==> src/rtl/lrc_pkg.sv <==
// package: register map, field positions and reset values of the receive control bank
package lrc_pkg;

    // ----------------------------------------------------------------
    // address layout: upper nibble selects the channel, lower the register
    // ----------------------------------------------------------------
    localparam int         ADDR_W          = 8;
    localparam int         DATA_W          = 8;
    localparam int         CH_MSB          = 7;
    localparam int         CH_LSB          = 4;
    localparam int         OFF_MSB         = 3;
    localparam int         OFF_LSB         = 0;
    localparam logic [3:0] OFF_RX_CTRL     = 4'h5;
    localparam logic [3:0] OFF_CH_CTRL     = 4'h6;

    // ----------------------------------------------------------------
    // receive control fields
    // ----------------------------------------------------------------
    localparam int         RX_DLOS_OFF_BIT = 5;
    localparam int         RX_ALOS_OFF_BIT = 4;
    localparam int         RX_EDGE_BIT     = 3;
    localparam int         RX_MUTE_BIT     = 2;
    localparam int         RX_MON_BIT      = 1;
    localparam int         RX_EQ_BIT       = 0;
    localparam logic [7:0] RX_CTRL_WMASK   = 8'h3f;
    localparam logic [7:0] RX_CTRL_RESET   = 8'h00;

    // ----------------------------------------------------------------
    // channel control fields
    // ----------------------------------------------------------------
    localparam int         CC_RLB_BIT      = 4;
    localparam int         CC_LLB_BIT      = 3;
    localparam int         CC_E3_BIT       = 2;
    localparam int         CC_STS1_BIT     = 1;
    localparam int         CC_SR_BIT       = 0;
    localparam logic [7:0] CH_CTRL_WMASK   = 8'h1f;
    localparam logic [7:0] CH_CTRL_RESET   = 8'h00;

    // ----------------------------------------------------------------
    // bus answers
    // ----------------------------------------------------------------
    localparam logic [7:0] RDATA_UNMAPPED  = 8'h00;

endpackage

==> src/rtl/lrc_cfg_if.sv <==
// interface: one channel's control registers passed from bank to lane
`timescale 1ns/100ps
interface lrc_cfg_if;
    logic [7:0] rx_ctrl;
    logic [7:0] ch_ctrl;

    modport bank (output rx_ctrl, output ch_ctrl);
    modport lane (input rx_ctrl, input ch_ctrl);
endinterface

==> src/rtl/lrc_bank.sv <==
// module: per-channel receive and channel control registers behind the parallel port
`timescale 1ns/100ps

// Functional notes
// - bit5 turns digital detector off, ds3/sts1
// - bit4 turns analog detector off, ds3/sts1
// - bit3 picks recovered data launch edge
// - bit2 forces data low during absence
// - bit1 selects receive monitor mode
// - bit0 enables receive equalizer
// - bits 7..6 reserved, others read/write
// - channel control loopback, rate, rail fields
module lrc_bank
    import lrc_pkg::*;
#(
    parameter int NUM_CH = 12
) (
    // clock and reset
    input  wire logic                clk_in,
    input  wire logic                rstn_in,
    // parallel microprocessor port
    input  wire logic [ADDR_W-1:0]   addr_in,
    input  wire logic [DATA_W-1:0]   wdata_in,
    input  wire logic                cs_in,
    input  wire logic                wr_in,
    input  wire logic                rd_in,
    output logic      [DATA_W-1:0]   rdata_out,
    output logic                     rack_out,
    // front end inputs per channel
    input  wire logic [NUM_CH-1:0]   dlos_raw_in,
    input  wire logic [NUM_CH-1:0]   alos_raw_in,
    input  wire logic [NUM_CH-1:0]   rec_pos_in,
    input  wire logic [NUM_CH-1:0]   rec_neg_in,
    // system side per channel
    output logic      [NUM_CH-1:0]   rec_clk_out,
    output logic      [NUM_CH-1:0]   recovered_positive_data_out,
    output logic      [NUM_CH-1:0]   recovered_negative_data_out,
    output logic      [NUM_CH-1:0]   los_out,
    // front end controls per channel
    output logic      [NUM_CH-1:0]   dlos_det_en_out,
    output logic      [NUM_CH-1:0]   alos_det_en_out,
    output logic      [NUM_CH-1:0]   monitor_mode_out,
    output logic      [NUM_CH-1:0]   equalizer_en_out,
    output logic      [NUM_CH-1:0]   remote_loopback_select_out,
    output logic      [NUM_CH-1:0]   local_loopback_select_out,
    output logic      [NUM_CH-1:0]   european_rate_select_out,
    output logic      [NUM_CH-1:0]   sonet_or_north_american_rate_select_out,
    output logic      [NUM_CH-1:0]   single_or_dual_rail_select_out
);

    // ----------------------------------------------------------------
    // address decode
    // ----------------------------------------------------------------
    logic [3:0]              sel_ch;
    logic [3:0]              sel_off;
    logic                    ch_ok;
    logic                    hit_rx;
    logic                    hit_cc;
    logic                    wr_go;
    logic                    rd_go;
    logic [DATA_W-1:0]       rdata_d;
    logic [DATA_W-1:0]       rdata_q;
    logic                    rack_q;
    logic [NUM_CH-1:0][7:0]  rx_ctrl_q;
    logic [NUM_CH-1:0][7:0]  ch_ctrl_q;
    logic [NUM_CH-1:0]       ch_sel;
    logic [NUM_CH-1:0]       wr_rx;
    logic [NUM_CH-1:0]       wr_cc;
    logic [NUM_CH-1:0][7:0]  rx_view;
    logic [NUM_CH-1:0][7:0]  cc_view;

    // channel nibble and register offset; offsets other than the two
    // registers are left free for the neighbouring register groups
    assign sel_ch  = addr_in[CH_MSB:CH_LSB];
    assign sel_off = addr_in[OFF_MSB:OFF_LSB];
    // channel nibbles beyond the last channel are unmapped
    assign ch_ok   = (32'(sel_ch) < NUM_CH);
    assign hit_rx  = ch_ok & (sel_off == OFF_RX_CTRL);
    assign hit_cc  = ch_ok & (sel_off == OFF_CH_CTRL);
    assign wr_go   = cs_in & wr_in;
    assign rd_go   = cs_in & rd_in & ~wr_in;

    // host access rules, kept in one place so the decode stays readable:
    //  - a write is taken on every edge that sees chip select and write high;
    //    a host that holds the strobe for several cycles only rewrites the
    //    same value, so no edge detect is needed on the strobe
    //  - write wins over a simultaneous read, which keeps the read answer
    //    from showing a half-updated register
    //  - an address whose channel nibble lies beyond the last channel, or
    //    whose offset is neither register, is ignored on write and reads zero
    //  - reserved bits are masked on the way in and again on the way out,
    //    so a later change of the reset value cannot leak into them

    // ----------------------------------------------------------------
    // per-channel registers and lanes
    // ----------------------------------------------------------------
    genvar g;
    generate
        for (g = 0; g < NUM_CH; g++) begin : g_ch
            lrc_cfg_if cfg ();

            // one-hot channel select keeps each write enable a plain and
            assign ch_sel[g] = (32'(sel_ch) == g);
            assign wr_rx[g]  = wr_go & hit_rx & ch_sel[g];
            assign wr_cc[g]  = wr_go & hit_cc & ch_sel[g];

            // own receive control copy per channel
            always_ff @(posedge clk_in or negedge rstn_in) begin
                if (!rstn_in) begin
                    rx_ctrl_q[g] <= RX_CTRL_RESET;
                end else if (wr_rx[g]) begin
                    rx_ctrl_q[g] <= wdata_in & RX_CTRL_WMASK;
                end
            end

            // channel control fields, own copy per channel
            always_ff @(posedge clk_in or negedge rstn_in) begin
                if (!rstn_in) begin
                    ch_ctrl_q[g] <= CH_CTRL_RESET;
                end else if (wr_cc[g]) begin
                    ch_ctrl_q[g] <= wdata_in & CH_CTRL_WMASK;
                end
            end

            // host view of the registers; reserved bits read zero
            assign rx_view[g] = rx_ctrl_q[g] & RX_CTRL_WMASK;
            assign cc_view[g] = ch_ctrl_q[g] & CH_CTRL_WMASK;

            assign cfg.rx_ctrl = rx_ctrl_q[g];
            assign cfg.ch_ctrl = ch_ctrl_q[g];

            // front end controls come straight from the register bits with
            // no retiming; the analog side treats them as static settings,
            // so a change while traffic runs may disturb a few received bits
            // monitor mode, equalizer, loopback, rate and rail selects to front end
            assign monitor_mode_out[g] = rx_ctrl_q[g][RX_MON_BIT];
            assign equalizer_en_out[g] = rx_ctrl_q[g][RX_EQ_BIT];
            assign remote_loopback_select_out[g]              = ch_ctrl_q[g][CC_RLB_BIT];
            assign local_loopback_select_out[g]               = ch_ctrl_q[g][CC_LLB_BIT];
            assign european_rate_select_out[g]                = ch_ctrl_q[g][CC_E3_BIT];
            assign sonet_or_north_american_rate_select_out[g] = ch_ctrl_q[g][CC_STS1_BIT];
            assign single_or_dual_rail_select_out[g]          = ch_ctrl_q[g][CC_SR_BIT];

            // the lane sees the registers through the interface only, so a
            // new field needs no change to the lane's port list
            lrc_rx_lane u_lane (
                .clk_in                      (clk_in),
                .rstn_in                     (rstn_in),
                .cfg                         (cfg.lane),
                .dlos_raw_in                 (dlos_raw_in[g]),
                .alos_raw_in                 (alos_raw_in[g]),
                .rec_pos_in                  (rec_pos_in[g]),
                .rec_neg_in                  (rec_neg_in[g]),
                .rec_clk_out                 (rec_clk_out[g]),
                .recovered_positive_data_out (recovered_positive_data_out[g]),
                .recovered_negative_data_out (recovered_negative_data_out[g]),
                .los_out                     (los_out[g]),
                .dlos_det_en_out             (dlos_det_en_out[g]),
                .alos_det_en_out             (alos_det_en_out[g])
            );
        end
    endgenerate

    // ----------------------------------------------------------------
    // read path
    // ----------------------------------------------------------------
    // read mux; unmapped addresses answer with zero rather than stale data
    always_comb begin
        rdata_d = RDATA_UNMAPPED;
        if (hit_rx) begin
            // index is safe: hits are only set for channels that exist
            rdata_d = rx_view[sel_ch[3:0]];
        end else if (hit_cc) begin
            rdata_d = cc_view[sel_ch[3:0]];
        end
    end

    // read data held until the next read so slow hosts can sample late
    always_ff @(posedge clk_in or negedge rstn_in) begin
        if (!rstn_in) begin
            rdata_q <= RDATA_UNMAPPED;
        end else if (rd_go) begin
            rdata_q <= rdata_d;
        end
    end

    // acknowledge is a one-cycle pulse after each taken read; a host that
    // holds the read strobe for several cycles sees one pulse per cycle,
    // each carrying the same data, so it may stop at the first one
    always_ff @(posedge clk_in or negedge rstn_in) begin
        if (!rstn_in) begin
            rack_q <= 1'b0;
        end else begin
            rack_q <= rd_go;
        end
    end

    assign rdata_out = rdata_q;
    assign rack_out  = rack_q;

endmodule

==> src/rtl/lrc_rx_lane.sv <==
// module: one channel's receive path - signal-absence qualify, mute, launch edge
`timescale 1ns/100ps
module lrc_rx_lane
    import lrc_pkg::*;
(
    // clock and reset
    input  wire logic clk_in,
    input  wire logic rstn_in,
    // control registers
    lrc_cfg_if.lane   cfg,
    // raw detector and recovered data from the analog front end
    input  wire logic dlos_raw_in,
    input  wire logic alos_raw_in,
    input  wire logic rec_pos_in,
    input  wire logic rec_neg_in,
    // system side, plus detector enables to the front end
    output logic      rec_clk_out,
    output logic      recovered_positive_data_out,
    output logic      recovered_negative_data_out,
    output logic      los_out,
    output logic      dlos_det_en_out,
    output logic      alos_det_en_out
);

    logic ds3_or_sts1;
    logic dlos_en;
    logic alos_en;
    logic phase_q;
    logic launch;
    logic mute;
    logic los_q;
    logic pos_q;
    logic neg_q;

    // ----------------------------------------------------------------
    // detector enables
    // ----------------------------------------------------------------
    // in e3 rate the off bits are ignored, so both detectors stay on
    assign ds3_or_sts1 = ~cfg.ch_ctrl[CC_E3_BIT];
    assign dlos_en     = ~(ds3_or_sts1 & cfg.rx_ctrl[RX_DLOS_OFF_BIT]);
    assign alos_en     = ~(ds3_or_sts1 & cfg.rx_ctrl[RX_ALOS_OFF_BIT]);
    assign dlos_det_en_out = dlos_en;
    assign alos_det_en_out = alos_en;

    // declared signal absence, registered so mute and status agree
    always_ff @(posedge clk_in or negedge rstn_in) begin
        if (!rstn_in) begin
            los_q <= 1'b0;
        end else begin
            los_q <= (dlos_raw_in & dlos_en) | (alos_raw_in & alos_en);
        end
    end
    assign los_out = los_q;

    // ----------------------------------------------------------------
    // recovered clock and launch
    // ----------------------------------------------------------------
    // recovered clock is half the core rate; one domain keeps timing simple
    always_ff @(posedge clk_in or negedge rstn_in) begin
        if (!rstn_in) begin
            phase_q <= 1'b0;
        end else begin
            phase_q <= ~phase_q;
        end
    end
    assign rec_clk_out = phase_q;

    assign launch = cfg.rx_ctrl[RX_EDGE_BIT] ? phase_q : ~phase_q;
    assign mute   = cfg.rx_ctrl[RX_MUTE_BIT] & los_q;

    // data changes together with the selected clock transition
    always_ff @(posedge clk_in or negedge rstn_in) begin
        if (!rstn_in) begin
            pos_q <= 1'b0;
            neg_q <= 1'b0;
        end else if (launch) begin
            pos_q <= rec_pos_in & ~mute;
            neg_q <= rec_neg_in & ~mute;
        end
    end
    assign recovered_positive_data_out = pos_q;
    assign recovered_negative_data_out = neg_q;

endmodule

==> config.mk <==
export PLATFORM = sky130hd
export DESIGN_NAME = lrc_bank
export DESIGN_NICKNAME = d
export VERILOG_FILES = /design/src/rtl/lrc_pkg.sv /design/src/rtl/lrc_cfg_if.sv /design/src/rtl/lrc_bank.sv /design/src/rtl/lrc_rx_lane.sv
export SDC_FILE = /design/constraint.sdc
export NUM_CORES = 1
export LEC_CHECK = 0
export BUFFER_PORTS_ARGS = -buffer_cell sky130_fd_sc_hd__buf_2
export CAP_MARGIN = 20
export CORE_MARGIN = 8
export CORE_UTILIZATION = 43
export CTS_BUF_LIST = sky130_fd_sc_hd__clkbuf_2 sky130_fd_sc_hd__clkbuf_4 sky130_fd_sc_hd__clkbuf_8
export CTS_CLUSTER_DIAMETER = 80
export DETAILED_ROUTE_END_ITERATION = 10
export HOLD_SLACK_MARGIN = 0.08
export PLACE_DENSITY = 0.67
export SYNTH_ARGS = -nofsm -noshare
export SYNTH_HDL_FRONTEND = slang
export SYNTH_HIERARCHICAL = 1
export SYNTH_SLANG_ARGS = --single-unit
==> constraint.sdc <==
create_clock -name clk_in -period 2.1 [get_ports clk_in]
set_clock_uncertainty 0.1 [all_clocks]
set_input_delay 0.21 -clock clk_in [delete_from_list [all_inputs] [get_ports clk_in]]
set_output_delay 0.21 -clock clk_in [all_outputs]
set_load 0.02 [all_outputs]
After elaboration in Yosys (flattened, before gate mapping)
Index checks and enable logic that the tools add are counted.
{"block": "word_totals", "input_bits": 69, "ff_bits": 189}
{"block": "classes", "mux": 18, "reduce_logical": 1, "eq_ne": 13, "bitwise": 188, "order_cmp": 2}
{"operator": "$and 1x1->1", "count": 115}
{"operator": "$bmux 8 s4", "count": 2}
{"operator": "$not 1->1", "count": 61}
{"operator": "$mux 8", "count": 4}
{"operator": "$eq 4x3->1 const B", "count": 6}
{"operator": "$eq 4x4->1 const B", "count": 4}
{"operator": "$mux 1", "count": 12}
{"operator": "$or 1x1->1", "count": 12}
{"operator": "$eq 4x2->1 const B", "count": 2}
{"operator": "$lt 4x5->1 const B", "count": 1}
{"operator": "$eq 4x1->1 const B", "count": 1}
{"operator": "$logic_not 4->1", "count": 1}
{"operator": "$lt 4x4->1 const B", "count": 1}

Logic depth before layout (Yosys ltp)
{"block": "depth", "word_depth": 5, "depth_mapped": 7, "ltp_nobuf": 4}

Modules after synthesis
Netlist, hierarchy kept.
{"mod": "lrc_bank", "cells_per_inst": 447, "area_per_inst_um2": 6727.7, "seq_area_each_um2": 3478.3, "instances": 1}
{"mod": "lrc_rx_lane", "cells_per_inst": 16, "area_per_inst_um2": 183.9, "seq_area_each_um2": 100.1, "instances": 12}

Worst setup path after synthesis
No wires, ideal clock.
{"block": "synth_timing", "path_kind": "input to register", "startpoint": "input port addr_in[7]", "endpoint": "register rx_ctrl_q (netlist bit g_ch[6].cfg.rx_ctrl[0])", "setup_time_ns": 0.125, "slack_ns": 0.018, "arrival_time_ns": 1.857, "t_required_ns": 1.875, "stages": 7, "cell_sequence": "buf_4 -> and2_4 -> or4b_1 -> buf_4 -> buf_6 -> nor2_4 -> mux2_2"}
{"block": "synth_between", "elab_chain_cells": 4, "elab_cells_between_ends": 5, "cone_classes": "order compare: 1; eq/ne: 1; bitwise: 3"}
{"element": "start: declaration", "line": "lrc_bank.sv:22", "rtl": "input wire logic [ADDR_W-1:0] addr_in,"}
{"element": "$lt 4x4->1", "line": "lrc_bank.sv:77", "rtl": "assign ch_ok = (32'(sel_ch) < NUM_CH);"}
{"element": "$and 1x1->1", "line": "lrc_bank.sv:78", "rtl": "assign hit_rx = ch_ok & (sel_off == OFF_RX_CTRL);"}
{"element": "$and 1x1->1", "line": "lrc_bank.sv:104", "rtl": "assign wr_rx[g] = wr_go & hit_rx & ch_sel[g];"}
{"element": "$and 1x1->1 (*)", "line": "lrc_bank.sv:104"}
{"element": "end signal: indexed assignment", "line": "lrc_bank.sv:112", "rtl": "rx_ctrl_q[g] <= wdata_in & RX_CTRL_WMASK;"}
{"element": "end: declaration", "line": "lrc_bank.sv:64", "rtl": "logic [NUM_CH-1:0][7:0] rx_ctrl_q;"}
Every way passes the cells marked *; elsewhere a longest branch is shown, timed or not.
A chain may end at the register's enable or synchronous reset.

Worst setup path after layout
{"block": "layout_timing", "startpoint": "input port dlos_raw_in[3]", "endpoint": "register g_ch[3].u_lane.los_q"}
{"block": "layout_between", "elab_chain_cells": 2}
{"element": "start: declaration", "line": "lrc_bank.sv:30", "rtl": "input wire logic [NUM_CH-1:0] dlos_raw_in,"}
{"element": "$and 1x1->1", "line": "lrc_rx_lane.sv:50", "rtl": "los_q <= (dlos_raw_in & dlos_en) | (alos_raw_in & alos_en);"}
{"element": "$or 1x1->1", "line": "lrc_rx_lane.sv:50"}
{"element": "end signal: assignment", "line": "lrc_rx_lane.sv:50"}
{"element": "end: declaration", "line": "lrc_rx_lane.sv:31", "rtl": "logic los_q;"}
No other way between the ends.

==> run metrics <==
status=completed; Yosys top cell by area=dfrtp_1; FMAX=0.483 GHz; clock transition at the registers of the reported paths=roughly 0.1 ns; Setup crit end kind=flip-flop; RSZ-0062 raised after global routing=false; Adder-Cell Fraction of Synth Area=0; CTS sink cnt=187; TritonRoute pass-1 iters=4; CP max FO=2; CP arrival=between 2 and 2.5 ns; Leak=around 5.7 nW; Root Buffer Master=clkbuf_8; Tcrit/Tclk final=0.985; CP Launch Type=input port; largest net degree at the start of global routing=between 50 and 60; sequential element share of the synthesized area=0.524; post-synthesis mux area share=0.281; Die X=160 um; area grow syn2layout=30.5%; Worst Hold Slack=0.113 ns; starting DRC count in detailed routing=401; xor/xnor cell area share of the yosys netlist=0.0118; Clock Tree Buf Depth=2; Fill cells=roughly 1700; syn avg cell area=roughly 14 um^2; fin. max-slew vios=0; Starting Density=0.440; Final Hold Viols=0; Slew HR=0.618; DRC=0; total global routing track utilization=0.204; vias=approximately 6500; Cell Pwr Density=about 620 nW/um^2; Via-to-Cell Ratio=5.32; transition time of the tightest slew-check pin=around 0.57 ns; Routed WL=between 20000 and 30000 um; max-cap viol count=0; Synth top area share=0.524; dpl hpwl=around 19000 um; Ant. Diodes=0; routed wire length per instance=about 21 um; Setup Buffers After CTS=0; Final min period=2.07 ns; CP required=approximately 2.4 ns; mapped cell area=8930 um^2; global-route wire length before repair=just over 40000 um; port bufs=roughly 230; Compound-Gate Fraction of Synth Area=0.0622; maximum VDD drop=448 uV; largest family of logic cells by synthesized area=multiplexers; TritonCTS clock tree=yes; Die Footprint=25600 um^2; type of the tightest min-delay check=in2reg; CTS Buf Count=17; dpl cells=~1100; remaining antenna violation count=0; commonest non-fill, non-tap cell in the layout=buf_2; vias in the first global route=7131; initial antenna violation count=2; number of synthesized register bits=between 150 and 200; final setup fails=0; chip height=~160 um; simple-gate share of the synthesized area=0.0672; Syn. warnings=6; GR Overflow Total=0; core area=20300 um^2; fraction of layout cells with a size suffix above 1=0.516; Area contributors post-synth=dfrtp_1 52%, mux2_2 16%, mux4_2 8.3%, mux2_1 3.5%, buf_4 2.4%; clk_lat worst skew=0.47 ns; Setup CP Type=in2reg; Core Rows=52; commonest non-fill, non-tap cells in the layout=228 x buf_2, 183 x dfrtp_1, 128 x mux2_2; CTS H-Tree Depth=4; Final nets=roughly 1000; Ports=approximately 230; routability cong.=0.825; Synth Instances=around 640; Cell variety after synth=36; fin cells=approximately 1200
==> what timing repair did <==
item	CTS	global route
resized for setup	0	5
hold endpoints to repair	223	0
endpoints found under the setup margin	0	4
hold buffers	62	0
==> metrics by stage <==
stage / setup slack, ns / TNS (ns) / instance area [um^2] / total power [mW] / util
floorplan: 0.0182 / 0 / 8940 / 4.21 / -
global placement: -0.0941 / -2.60 / 10600 / 4.56 / 0.521
detailed placement: -0.136 / -3.17 / 10600 / 4.57 / 0.521
CTS: 0.0687 / 0 / 11600 / 7.32 / 0.574
global route: 0.000655 / 0 / 11700 / 7.53 / 0.574
finish: 0.0313 / 0 / 11700 / 7.25 / 0.574
==> layer usage <==
metal  vias up  GRT usage  wire, um
met3        34     0.0537      1830
li1       2913          -         -
met2       222      0.332     12500
met4         4     0.0646       474
met5         -          0        28
met1      3359      0.260     11100
==> path summary, 6_finish.rpt <==
check | from | to | slack (ns) | cells past startpoint
max | dlos_raw_in[3] | g_ch[3].u_lane/los_out$_DFF_PN0_ | 0.03 | 6
min | rec_neg_in[2] | g_ch[2].u_lane/recovered_negative_data_out$_DFFE_PN0P_ | 0.11 | 3
max reg2reg | g_ch[10].cfg.ch_ctrl[2]$_DFFE_PN0P_ | g_ch[10].u_lane/los_out$_DFF_PN0_ | 0.04 | 4
min reg2reg | g_ch[5].u_lane/rec_clk_out$_DFF_PN0_ | g_ch[5].u_lane/rec_clk_out$_DFF_PN0_ | 0.36 | 1
max in group asynchronous | rstn_in | g_ch[11].u_lane/recovered_positive_data_out$_DFFE_PN0P_ | 1.03 | 3
min in group asynchronous | rstn_in | g_ch[7].u_lane/recovered_positive_data_out$_DFFE_PN0P_ | 0.14 | 2
==> cells in the mapped netlist <==
cell type / number
dfrtp_1: 187
mux2_2: 128
inv_1: 37
mux4_2: 33
buf_4: 29
mux2_1: 28
nand2b_1: 27
a21boi_0: 24
clkbuf_1: 19
o21ai_0: 12
o221ai_1: 12
xnor2_1: 12
nand2_1: 11
a211oi_1: 10
a22oi_1: 10
nor2_4: 9
nand3_1: 7
nand4_1: 6
a211o_1: 5
nor2b_1: 4
nor3_4: 4
buf_2: 3
buf_6: 3
nor2_1: 3
nor2_2: 2
nor4_4: 2
nor4b_1: 2
or4b_1: 2
a2bb2oi_1: 1
and2_1: 1
and2_4: 1
buf_1: 1
conb_1: 1
mux2i_1: 1
nand3b_1: 1
o31ai_1: 1
==> worst max-delay path: stages <==
cell,delay (ns)
dlygate4sd3_1,0.54
buf_2,0.13
o21ai_0,0.18
dlygate4sd3_1,0.60
o221ai_1,0.10
dlygate4sd3_1,0.57
==> logic make-up after synthesis <==
group,after synthesis
xor+xnor,12
simple gates,82
buf+inv,92
other cells,1
compound gates,75
flops,187
mux,190
==> state kept, by name, indices dropped and copies added, names as in the netlist <==
register,flops
rack_out,1
rdata_out,6
g_ch.cfg.rx_ctrl,72
g_ch.cfg.ch_ctrl,60
g_ch.u_lane/recovered_positive_data_out,12
g_ch.u_lane/rec_clk_out,12
g_ch.u_lane/los_out,12
g_ch.u_lane/recovered_negative_data_out,12
==> power breakdown <==
part	leakage, nW	total (mW)	switching (mW)	internal, mW
clock network	0.225	2.67	1.41	1.27
logic	3.07	0.811	0.453	0.359
registers	2.44	3.77	0.0774	3.69
total	5.74	7.25	1.94	5.31
==> area by class of cell <==
class | instances | area (um^2) | share of cell area
Sequential cell | 187 | 4680 | 0.402
Clock buffer | 18 | 248 | 0.0213
Clock inverter | 14 | 203 | 0.0174
Timing Repair Buffer | 341 | 2270 | 0.194
Inverter | 37 | 139 | 0.0119
Multi-Input combinational cell | 361 | 3780 | 0.324
Tap cell | 270 | 338 | 0.0290
(Power assumes the default switching activity.)
